<file path="src/include/pump_pkg.sv">
package pump_pkg;
  // ===========================================================================
  // level status and pump modes
  typedef enum logic [1:0] {
    lvl_hyst = 2'b00,
    lvl_start = 2'b01,
    lvl_stop = 2'b11
  } level_t;

  typedef enum logic [1:0] {
    mode_auto = 2'b00,
    mode_manual_on_mode = 2'b01,
    mode_manual_off_mode = 2'b11
  } mode_t;

  // pump supply source codes
  localparam logic [2:0] src_generator = 3'h0;
  localparam logic [2:0] src_bars = 3'h1;
  localparam logic [2:0] src_users = 3'h2;
  localparam logic [2:0] src_mains = 3'h3;
  localparam logic [2:0] src_always = 3'h4;

  // ===========================================================================
  // timing: one tick per second of the 50 MHz clock
  localparam int clk_hz = 50_000_000;
  localparam int tick_s = 1;
  localparam int tick_cycles = clk_hz * tick_s;
  localparam int level_w = 16;
  localparam int sec_w = 16;
endpackage

</file>
<file path="src/include/pump_if.sv">
`timescale 1ns/1ps
// level evaluation result passed from the evaluator to the controller
interface level_if;
  logic [1:0] status;
  modport evaluator (output status);
  modport consumer (input status);
endinterface

</file>
<file path="src/reductant_pump_control.sv">
`timescale 1ns/1ps
// Behaviour
// - in analogue mode the level comes from the ecu over can, parameter 1761
// - with contact mode selected, contacts decide the level and can is ignored
// - status: below start is start, else above stop is stop, else hysteresis
// - automatic: start turns pump on, stop turns off, hysteresis holds
// - manual: operator switches pump, start refused while status is stop
// - continuous run past max duration stops pump and raises timeout prealarm
// - after timeout pump stays off until the operator acknowledges
// - pump and solenoid commands exposed as two status bits
// - with logging enabled, pulse events on each pump turn-on and turn-off
// - modes: automatic, manual on, manual off
// - solenoid opens delay before pump start, closes delay after pump stop
// - supply source select; pump stops while the chosen source is absent
// - off/reset operating mode holds the pump off
module reductant_pump_control #(
  parameter int tick_len = pump_pkg::tick_cycles
) (
  input wire logic mclk,
  input wire logic reset_n,
  input wire logic [1:0] pump_mode,
  input wire logic contact_mode,
  input wire logic [pump_pkg::level_w-1:0] can_level,
  input wire logic [pump_pkg::level_w-1:0] start_threshold,
  input wire logic [pump_pkg::level_w-1:0] stop_threshold,
  input wire logic start_contact_input,
  input wire logic stop_contact_input,
  input wire logic manual_start_req,
  input wire logic manual_stop_req,
  input wire logic [pump_pkg::sec_w-1:0] max_run_sec,
  input wire logic [pump_pkg::sec_w-1:0] solenoid_delay_sec,
  input wire logic solenoid_enable,
  input wire logic [2:0] supply_select,
  input wire logic [3:0] source_present,
  input wire logic off_reset_mode,
  input wire logic timeout_ack,
  input wire logic event_log_enable,
  output logic pump_output,
  output logic solenoid_output,
  output logic pump_cmd_state,
  output logic solenoid_cmd_state,
  output logic pump_timeout_prealarm,
  output logic pump_on_event,
  output logic pump_off_event
);
  // ===========================================================================
  // level evaluation
  level_if lvl ();

  level_eval u_eval (
    .mclk(mclk),
    .reset_n(reset_n),
    .contact_mode(contact_mode),
    .can_level(can_level),
    .start_threshold(start_threshold),
    .stop_threshold(stop_threshold),
    .start_contact_input(start_contact_input),
    .stop_contact_input(stop_contact_input),
    .lvl(lvl)
  );

  // ===========================================================================
  // second tick: time base for the solenoid delay; the run timer keeps its own prescaler
  // cycles per second; a bench may shorten it so timeouts fit a short run
  localparam logic [25:0] tick_last = 26'(tick_len - 1);
  logic [25:0] presc_ff;
  logic [25:0] nxt_presc;
  logic tick;

  always_comb begin
    tick = (presc_ff == tick_last);
    nxt_presc = tick ? 26'h000_0000 : presc_ff + 26'h000_0001;
  end

  // ===========================================================================
  // pump request logic
  logic want_ff;
  logic nxt_want;
  logic timeout_ff;
  logic nxt_timeout;
  logic [pump_pkg::sec_w-1:0] run_ff;
  logic [pump_pkg::sec_w-1:0] nxt_run;
  logic [25:0] run_presc_ff;
  logic [25:0] nxt_run_presc;
  logic supply_ok;
  logic inhibit;
  logic expired;

  // source availability; always-present code disables the check
  always_comb begin
    case (supply_select)
      pump_pkg::src_generator: supply_ok = source_present[0];
      pump_pkg::src_bars: supply_ok = source_present[1];
      pump_pkg::src_users: supply_ok = source_present[2];
      pump_pkg::src_mains: supply_ok = source_present[3];
      pump_pkg::src_always: supply_ok = 1'b1;
      default: supply_ok = 1'b1;
    endcase
  end

  assign inhibit = off_reset_mode || !supply_ok || timeout_ff;
  assign expired = pump_cmd_state && (run_ff >= max_run_sec) && (run_presc_ff == tick_last);

  // next pump request by mode; holds in hysteresis
  always_comb begin
    nxt_want = want_ff;
    case (pump_pkg::mode_t'(pump_mode))
      pump_pkg::mode_auto: begin
        if (lvl.status == pump_pkg::lvl_start) begin
          nxt_want = 1'b1;
        end else if (lvl.status == pump_pkg::lvl_stop) begin
          nxt_want = 1'b0;
        end
      end
      pump_pkg::mode_manual_on_mode: begin
        if (manual_stop_req) begin
          nxt_want = 1'b0;
        end else if (manual_start_req && lvl.status != pump_pkg::lvl_stop) begin
          nxt_want = 1'b1;
        end
        if (lvl.status == pump_pkg::lvl_stop) begin
          nxt_want = 1'b0;
        end
      end
      pump_pkg::mode_manual_off_mode: nxt_want = 1'b0;
      default: nxt_want = 1'b0;
    endcase
    if (inhibit || expired) begin
      nxt_want = 1'b0;
    end
  end

  // timeout latch: expiry wins over a same-cycle acknowledge
  always_comb begin
    nxt_timeout = timeout_ff;
    if (timeout_ack) begin
      nxt_timeout = 1'b0;
    end
    if (expired) begin
      nxt_timeout = 1'b1;
    end
  end

  // run timer counts whole seconds from turn-on, cleared while pump is off
  always_comb begin
    if (!pump_cmd_state) begin
      nxt_run = '0;
      nxt_run_presc = 26'h000_0000;
    end else if (run_presc_ff == tick_last) begin
      nxt_run = (run_ff == '1) ? run_ff : run_ff + 1'b1;
      nxt_run_presc = 26'h000_0000;
    end else begin
      nxt_run = run_ff;
      nxt_run_presc = run_presc_ff + 26'h000_0001;
    end
  end

  // ===========================================================================
  // solenoid sequencing: valve leads pump on start and lags on stop
  typedef enum logic [1:0] {
    sq_idle = 2'b00,
    sq_open = 2'b01,
    sq_run = 2'b11,
    sq_close = 2'b10
  } seq_t;
  seq_t seq_ff;
  seq_t nxt_seq;
  logic [pump_pkg::sec_w-1:0] dly_ff;
  logic [pump_pkg::sec_w-1:0] nxt_dly;
  logic pump_ff;
  logic nxt_pump;
  logic sol_ff;
  logic nxt_sol;

  always_comb begin
    nxt_seq = seq_ff;
    nxt_dly = dly_ff;
    if (tick && dly_ff != '0) begin
      nxt_dly = dly_ff - 1'b1;
    end
    case (seq_ff)
      sq_idle: begin
        if (want_ff) begin
          nxt_seq = (solenoid_enable && solenoid_delay_sec != '0) ? sq_open : sq_run;
          nxt_dly = solenoid_delay_sec;
        end
      end
      sq_open: begin
        if (!want_ff) begin
          nxt_seq = sq_idle;
        end else if (dly_ff == '0) begin
          nxt_seq = sq_run;
        end
      end
      sq_run: begin
        if (!want_ff) begin
          nxt_seq = (solenoid_enable && solenoid_delay_sec != '0) ? sq_close : sq_idle;
          nxt_dly = solenoid_delay_sec;
        end
      end
      sq_close: begin
        if (dly_ff == '0) begin
          nxt_seq = sq_idle;
        end
      end
      default: nxt_seq = sq_idle;
    endcase
    // pump only runs in sq_run and never while inhibited
    nxt_pump = (nxt_seq == sq_run) && !inhibit && !expired;
    nxt_sol = solenoid_enable && (nxt_seq != sq_idle);
  end

  // ===========================================================================
  // event pulses on pump command edges
  logic on_ev_ff;
  logic off_ev_ff;
  logic nxt_on_ev;
  logic nxt_off_ev;

  always_comb begin
    nxt_on_ev = event_log_enable && nxt_pump && !pump_ff;
    nxt_off_ev = event_log_enable && !nxt_pump && pump_ff;
  end

  // ===========================================================================
  // all state registers
  always_ff @(posedge mclk or negedge reset_n) begin
    if (!reset_n) begin
      presc_ff <= 26'h000_0000;
      want_ff <= 1'b0;
      timeout_ff <= 1'b0;
      run_ff <= '0;
      run_presc_ff <= 26'h000_0000;
      seq_ff <= sq_idle;
      dly_ff <= '0;
      pump_ff <= 1'b0;
      sol_ff <= 1'b0;
      on_ev_ff <= 1'b0;
      off_ev_ff <= 1'b0;
    end else begin
      presc_ff <= nxt_presc;
      want_ff <= nxt_want;
      timeout_ff <= nxt_timeout;
      run_ff <= nxt_run;
      run_presc_ff <= nxt_run_presc;
      seq_ff <= nxt_seq;
      dly_ff <= nxt_dly;
      pump_ff <= nxt_pump;
      sol_ff <= nxt_sol;
      on_ev_ff <= nxt_on_ev;
      off_ev_ff <= nxt_off_ev;
    end
  end

  assign pump_output = pump_ff;
  assign solenoid_output = sol_ff;
  assign pump_cmd_state = pump_ff;
  assign solenoid_cmd_state = sol_ff;
  assign pump_timeout_prealarm = timeout_ff;
  assign pump_on_event = on_ev_ff;
  assign pump_off_event = off_ev_ff;

  // ===========================================================================
  // checks
  property p_off_reset;
    @(posedge mclk) disable iff (!reset_n) off_reset_mode |=> !pump_ff;
  endproperty
  a_off_reset: assert property (p_off_reset) else $error("pump on in off/reset");

  property p_supply;
    @(posedge mclk) disable iff (!reset_n) !supply_ok |=> !pump_ff;
  endproperty
  a_supply: assert property (p_supply) else $error("pump on without supply");

  property p_timeout_holds;
    @(posedge mclk) disable iff (!reset_n)
      (timeout_ff && !timeout_ack) |=> (timeout_ff && !pump_ff);
  endproperty
  a_timeout_holds: assert property (p_timeout_holds) else $error("timeout released");

  property p_expire;
    @(posedge mclk) disable iff (!reset_n) expired |=> (timeout_ff && !pump_ff);
  endproperty
  a_expire: assert property (p_expire) else $error("expiry did not stop pump");

  property p_run_clear;
    @(posedge mclk) disable iff (!reset_n) !pump_ff |=> (run_ff == '0);
  endproperty
  a_run_clear: assert property (p_run_clear) else $error("run timer not cleared");

  property p_man_refuse;
    @(posedge mclk) disable iff (!reset_n)
      (pump_mode == pump_pkg::mode_manual_on_mode && lvl.status == pump_pkg::lvl_stop) |=> !want_ff;
  endproperty
  a_man_refuse: assert property (p_man_refuse) else $error("start at stop level");

  property p_manual_off_mode;
    @(posedge mclk) disable iff (!reset_n)
      (pump_mode == pump_pkg::mode_manual_off_mode) |=> !want_ff;
  endproperty
  a_manual_off_mode: assert property (p_manual_off_mode) else $error("request in manual off");

  property p_auto_start;
    @(posedge mclk) disable iff (!reset_n)
      (pump_mode == pump_pkg::mode_auto && lvl.status == pump_pkg::lvl_start && !inhibit
       && !expired) |=> want_ff;
  endproperty
  a_auto_start: assert property (p_auto_start) else $error("auto start missed");

  property p_on_event;
    @(posedge mclk) disable iff (!reset_n)
      ($rose(pump_ff) && $past(event_log_enable)) |-> on_ev_ff;
  endproperty
  a_on_event: assert property (p_on_event) else $error("missing on event");

  property p_sol_lead;
    @(posedge mclk) disable iff (!reset_n) $rose(pump_ff) && solenoid_enable |-> sol_ff;
  endproperty
  a_sol_lead: assert property (p_sol_lead) else $error("pump before solenoid");

  c_pump_on: cover property (@(posedge mclk) $rose(pump_ff));
  c_timeout: cover property (@(posedge mclk) $rose(timeout_ff));
  c_close_seq: cover property (@(posedge mclk) seq_ff == sq_close);
endmodule // reductant_pump_control

</file>
<file path="src/level_eval.sv">
`timescale 1ns/1ps
// ===========================================================================
// level classifier: registered so settings take effect on the next cycle
module level_eval (
  input wire logic mclk,
  input wire logic reset_n,
  input wire logic contact_mode,
  input wire logic [pump_pkg::level_w-1:0] can_level,
  input wire logic [pump_pkg::level_w-1:0] start_threshold,
  input wire logic [pump_pkg::level_w-1:0] stop_threshold,
  input wire logic start_contact_input,
  input wire logic stop_contact_input,
  level_if.evaluator lvl
);
  logic [1:0] status_ff;
  logic [1:0] nxt_status;

  // priority: start first, then stop, else hysteresis
  always_comb begin
    if (contact_mode) begin
      // start contact closed means below start; stop contact open means above stop
      if (start_contact_input) begin
        nxt_status = pump_pkg::lvl_start;
      end else if (!stop_contact_input) begin
        nxt_status = pump_pkg::lvl_stop;
      end else begin
        nxt_status = pump_pkg::lvl_hyst;
      end
    end else begin
      // level taken from the engine ecu value received over can
      if (can_level < start_threshold) begin
        nxt_status = pump_pkg::lvl_start;
      end else if (can_level > stop_threshold) begin
        nxt_status = pump_pkg::lvl_stop;
      end else begin
        nxt_status = pump_pkg::lvl_hyst;
      end
    end
  end

  always_ff @(posedge mclk or negedge reset_n) begin
    if (!reset_n) begin
      status_ff <= pump_pkg::lvl_hyst;
    end else begin
      status_ff <= nxt_status;
    end
  end

  assign lvl.status = status_ff;

  property p_eval_start;
    @(posedge mclk) disable iff (!reset_n)
      (contact_mode && start_contact_input) |=> (status_ff == pump_pkg::lvl_start);
  endproperty
  a_eval_start: assert property (p_eval_start) else $error("start contact not classified");

  property p_eval_can_ignored;
    @(posedge mclk) disable iff (!reset_n)
      (contact_mode && !start_contact_input && stop_contact_input)
        |=> (status_ff == pump_pkg::lvl_hyst);
  endproperty
  a_eval_can_ignored: assert property (p_eval_can_ignored) else $error("can level used");
endmodule // level_eval

</file>
<file path="config.mk">
export PLATFORM = sky130hd
export DESIGN_NAME = reductant_pump_control
export DESIGN_NICKNAME = d
export VERILOG_FILES = /design/src/include/pump_pkg.sv /design/src/include/pump_if.sv /design/src/reductant_pump_control.sv /design/src/level_eval.sv
export SDC_FILE = /design/constraint.sdc
export NUM_CORES = 1
export LEC_CHECK = 0
export BUFFER_PORTS_ARGS = -buffer_cell sky130_fd_sc_hd__buf_2
export CAP_MARGIN = 20
export CORE_UTILIZATION = 60
export CTS_CLUSTER_SIZE = 20
export DETAILED_ROUTE_END_ITERATION = 12
export PLACE_DENSITY = 0.83
export SETUP_SLACK_MARGIN = 0.4
export SYNTH_ARGS = -nofsm -noshare
export SYNTH_HDL_FRONTEND = slang
export SYNTH_SLANG_ARGS = --single-unit
</file>
<file path="constraint.sdc">
create_clock -name mclk -period 4 [get_ports mclk]
set_input_delay 0.6 -clock mclk [delete_from_list [all_inputs] [get_ports mclk]]
set_output_delay 0.6 -clock mclk [all_outputs]
set_load 0.01 [all_outputs]
</file>
==> results.md <==
- Overflow after GRT: 0
- Via count: around 5,400
- First-pass GRT wire length: between 20,000 and 25,000 um
- EDFF count, synth: 0
- Synth warnings: 0
- Number of DRC markers in iteration 0: between 300 and 400
- Via density: roughly 5.8
- Die area: roughly 11,000 um^2
- Gpl congestion: 0.895
- Final setup margin: 1320 ps
- Worst slew margin: 0.331
- Worst slew pin tran: about 1000 ps
- CP startpoint kind: register
- Starting Density: 0.629
- Post-cts sizing count: 0
- Setup violators final: 0
- Count leader, synth: dfrtp_1
- Largest cells by area after synthesis: dfrtp_1 38%, ha_1 11%, xnor2_1 5.3%
- Crit-path slowest cell: or4_4
- Diodes inserted: 0
- Sequential share of the synthesized area: 0.378
- Max Buffers Root-to-Sink: 2
- Clock sink count: 94
- Category of the most critical setup path: reg -> reg
- Post-Syn Instances: between 600 and 700
- Netlist Area Pre-Place: between 6000 and 7000 um^2
- Max cap viols: 0
- Syn Nets: around 850
- Number of buffers created by CTS: 9
- WP data arrival: 2930 ps
- R2r worst-path depth: 8
- Synth top cells by count: 94 x dfrtp_1, 73 x nor2_1, 60 x inv_1
- Final Core Density: 0.720
- Post-place setup slack: 1230 ps
- Crit-path cells: inv_1, ha_1, or4b_1, or4_4, mux2_4, a31oi_4, o211ai_2, and3_1
- Crit-path max FO: 6
- Post-CTS Setup Bufs: 0
- Fraction of layout cells with a size suffix above 1: 0.180
- Share of Yosys cell area claimed by the top area cell type: 0.378
- Synthesized flop and latch total: 94
- Die height: 104 um
- H-tree depth: 3
- Pin count of the biggest net entering global routing: between 80 and 90
- Vias in the first global route: between 5,000 and 6,000
- WL/cell: 14.7 um
- FF-to-FF Start: dly_ff[0]$_DFF_PN0_
- Worst hold margin: 161 ps
- Period utilization: 0.669
- Ys flop type: dfrtp_1
- Clk slew on worst S/H paths: approximately 100 ps
- Crit path from: dly_ff[0]$_DFF_PN0_
- Worst hold path class: in -> async
- Yosys cell types: 57
- Ys async rst share: 1.00
- Top Ports: between 100 and 150
- Status: finished clean
- Post-CTS Hold Buffers: 0
- R2R Setup Slk: 1320 ps
- Dominant cell type by area after synthesis: dfrtp_1
- NumNets Final: between 900 and 1,000
- CTS root buf: clkbuf_8
- TritonCTS clock tree: built
- Fin. Hold Viols: 0
- CP peak stage delay: approximately 560 ps
- Clock skew: approximately 16 ps
- Worst r2r dst: pump_off_event$_DFF_PN0_
- DRC viols: 0
- IO Port Bufs: approximately 110
- Post-detail-place hpwl: between 10,000 and 15,000 um
- Core outline area: 9910 um^2
- RSZ-0062 raised after global routing: false
- Syn Area/Cell: about 9 um^2
- Peak VDD IR: 0.000194 V
- WP data required: roughly 4300 ps
- Setup TNS: 0 ps
- Die X-Extent: roughly 100 um
- Fmax: 374 MHz
- Area grow syn2layout: 14.5%
- Site Rows: 36
- Leakage: 3.44 nW
- Initial antenna violation count: 0
- Routed Antenna Nets: 0
- Setup crit end kind: register
- Total Wirelength: between 10,000 and 15,000 um
- PwrDens: 254 nW/um^2
- Fin. max-slew vios: 0
- Detailed-router iteration count before antenna repair: 5
- Tmin final: roughly 2700 ps
- Skew-Pair Late Insertion Delay: 360 ps
- Pwr Total: 1.81 mW
- Tot GR Track Use: 0.268
## critical path, delay by kind of cell, from the launching register on
| family | cells | cell delay, ps |
|---|---|---|
| muxes | 1 | 340 |
| adders and majority gates | 1 | 160 |
| DFF | 1 | 390 |
| and+or+nand+nor | 3 | 1260 |
| AOI/OAI and AO/OA | 2 | 300 |
| buffers and inverters | 1 | 120 |
## routing by layer
metal / vias up / wire, um / GRT usage
li1: 2628 / - / -
met1: 2544 / 6240 / 0.359
met2: 199 / 6490 / 0.440
met3: 24 / 779 / 0.0388
met4: 0 / 276 / 0.104
met5: - / 0 / 0
## how the worst max path moves through the flow
stage | end | cells past startpoint
detailed placement | pump_off_event$_DFF_PN0_ | 9
global placement | pump_off_event$_DFF_PN0_ | 9
global route | run_ff[13]$_DFFE_PN0P_ | 6
floorplan | pump_off_event$_DFF_PN0_ | 9
CTS | pump_off_event$_DFF_PN0_ | 8
finish | pump_off_event$_DFF_PN0_ | 8
## layout by cell type (no fill, tap or decap), drive strengths merged, types with 19 or more instances in the layout
| master | instances |
|---|---|
| buf | 111 |
| nand4 | 26 |
| nand3 | 42 |
| nand2 | 47 |
| ha | 56 |
| inv | 60 |
| o21ai | 31 |
| xnor2 | 38 |
| a21oi | 19 |
| dfrtp | 94 |
| nor2 | 73 |
| xor2 | 35 |
## per-stage QoR
stage | area, um^2 | cells
floorplan | 6230 | 695
global placement | 6890 | 921
detailed placement | 6890 | 921
CTS | 7110 | 936
global route | 7130 | 937
finish | 7130 | 937
## cells by family after synthesis
kind of cell,synth area share
muxes,0.0112
adders and majority gates,0.112
AOI/OAI and AO/OA,0.0938
xor gates and xnor gates,0.103
DFF,0.378
buffers and inverters,0.0490
and+or+nand+nor,0.253
## power breakdown
group,switching [mW],internal (mW)
Clock,0.327,0.347
Sequential,0.00459,0.952
Combinational,0.0936,0.0864
Total,0.425,1.39
## area by class of cell
type	count	area [um^2]
Clock buffer	9	124
Clock inverter	6	87.6
Sequential cell	94	2350
Inverter	60	225
Fill cell	739	2780
Timing Repair Buffer	111	591
Multi-Input combinational cell	524	3590
Tap cell	133	166
## flip-flops by register name, summed over array words and instances (netlist names)
name / flops
run_presc_ff: 26
presc_ff: 26
want_ff: 1
pump_timeout_prealarm: 1
u_eval.lvl.status: 2
pump_cmd_state: 1
run_ff: 16
pump_off_event: 1
pump_on_event: 1
seq_ff: 2
dly_ff: 16
solenoid_cmd_state: 1
Power figures use the tool's default switching activity.
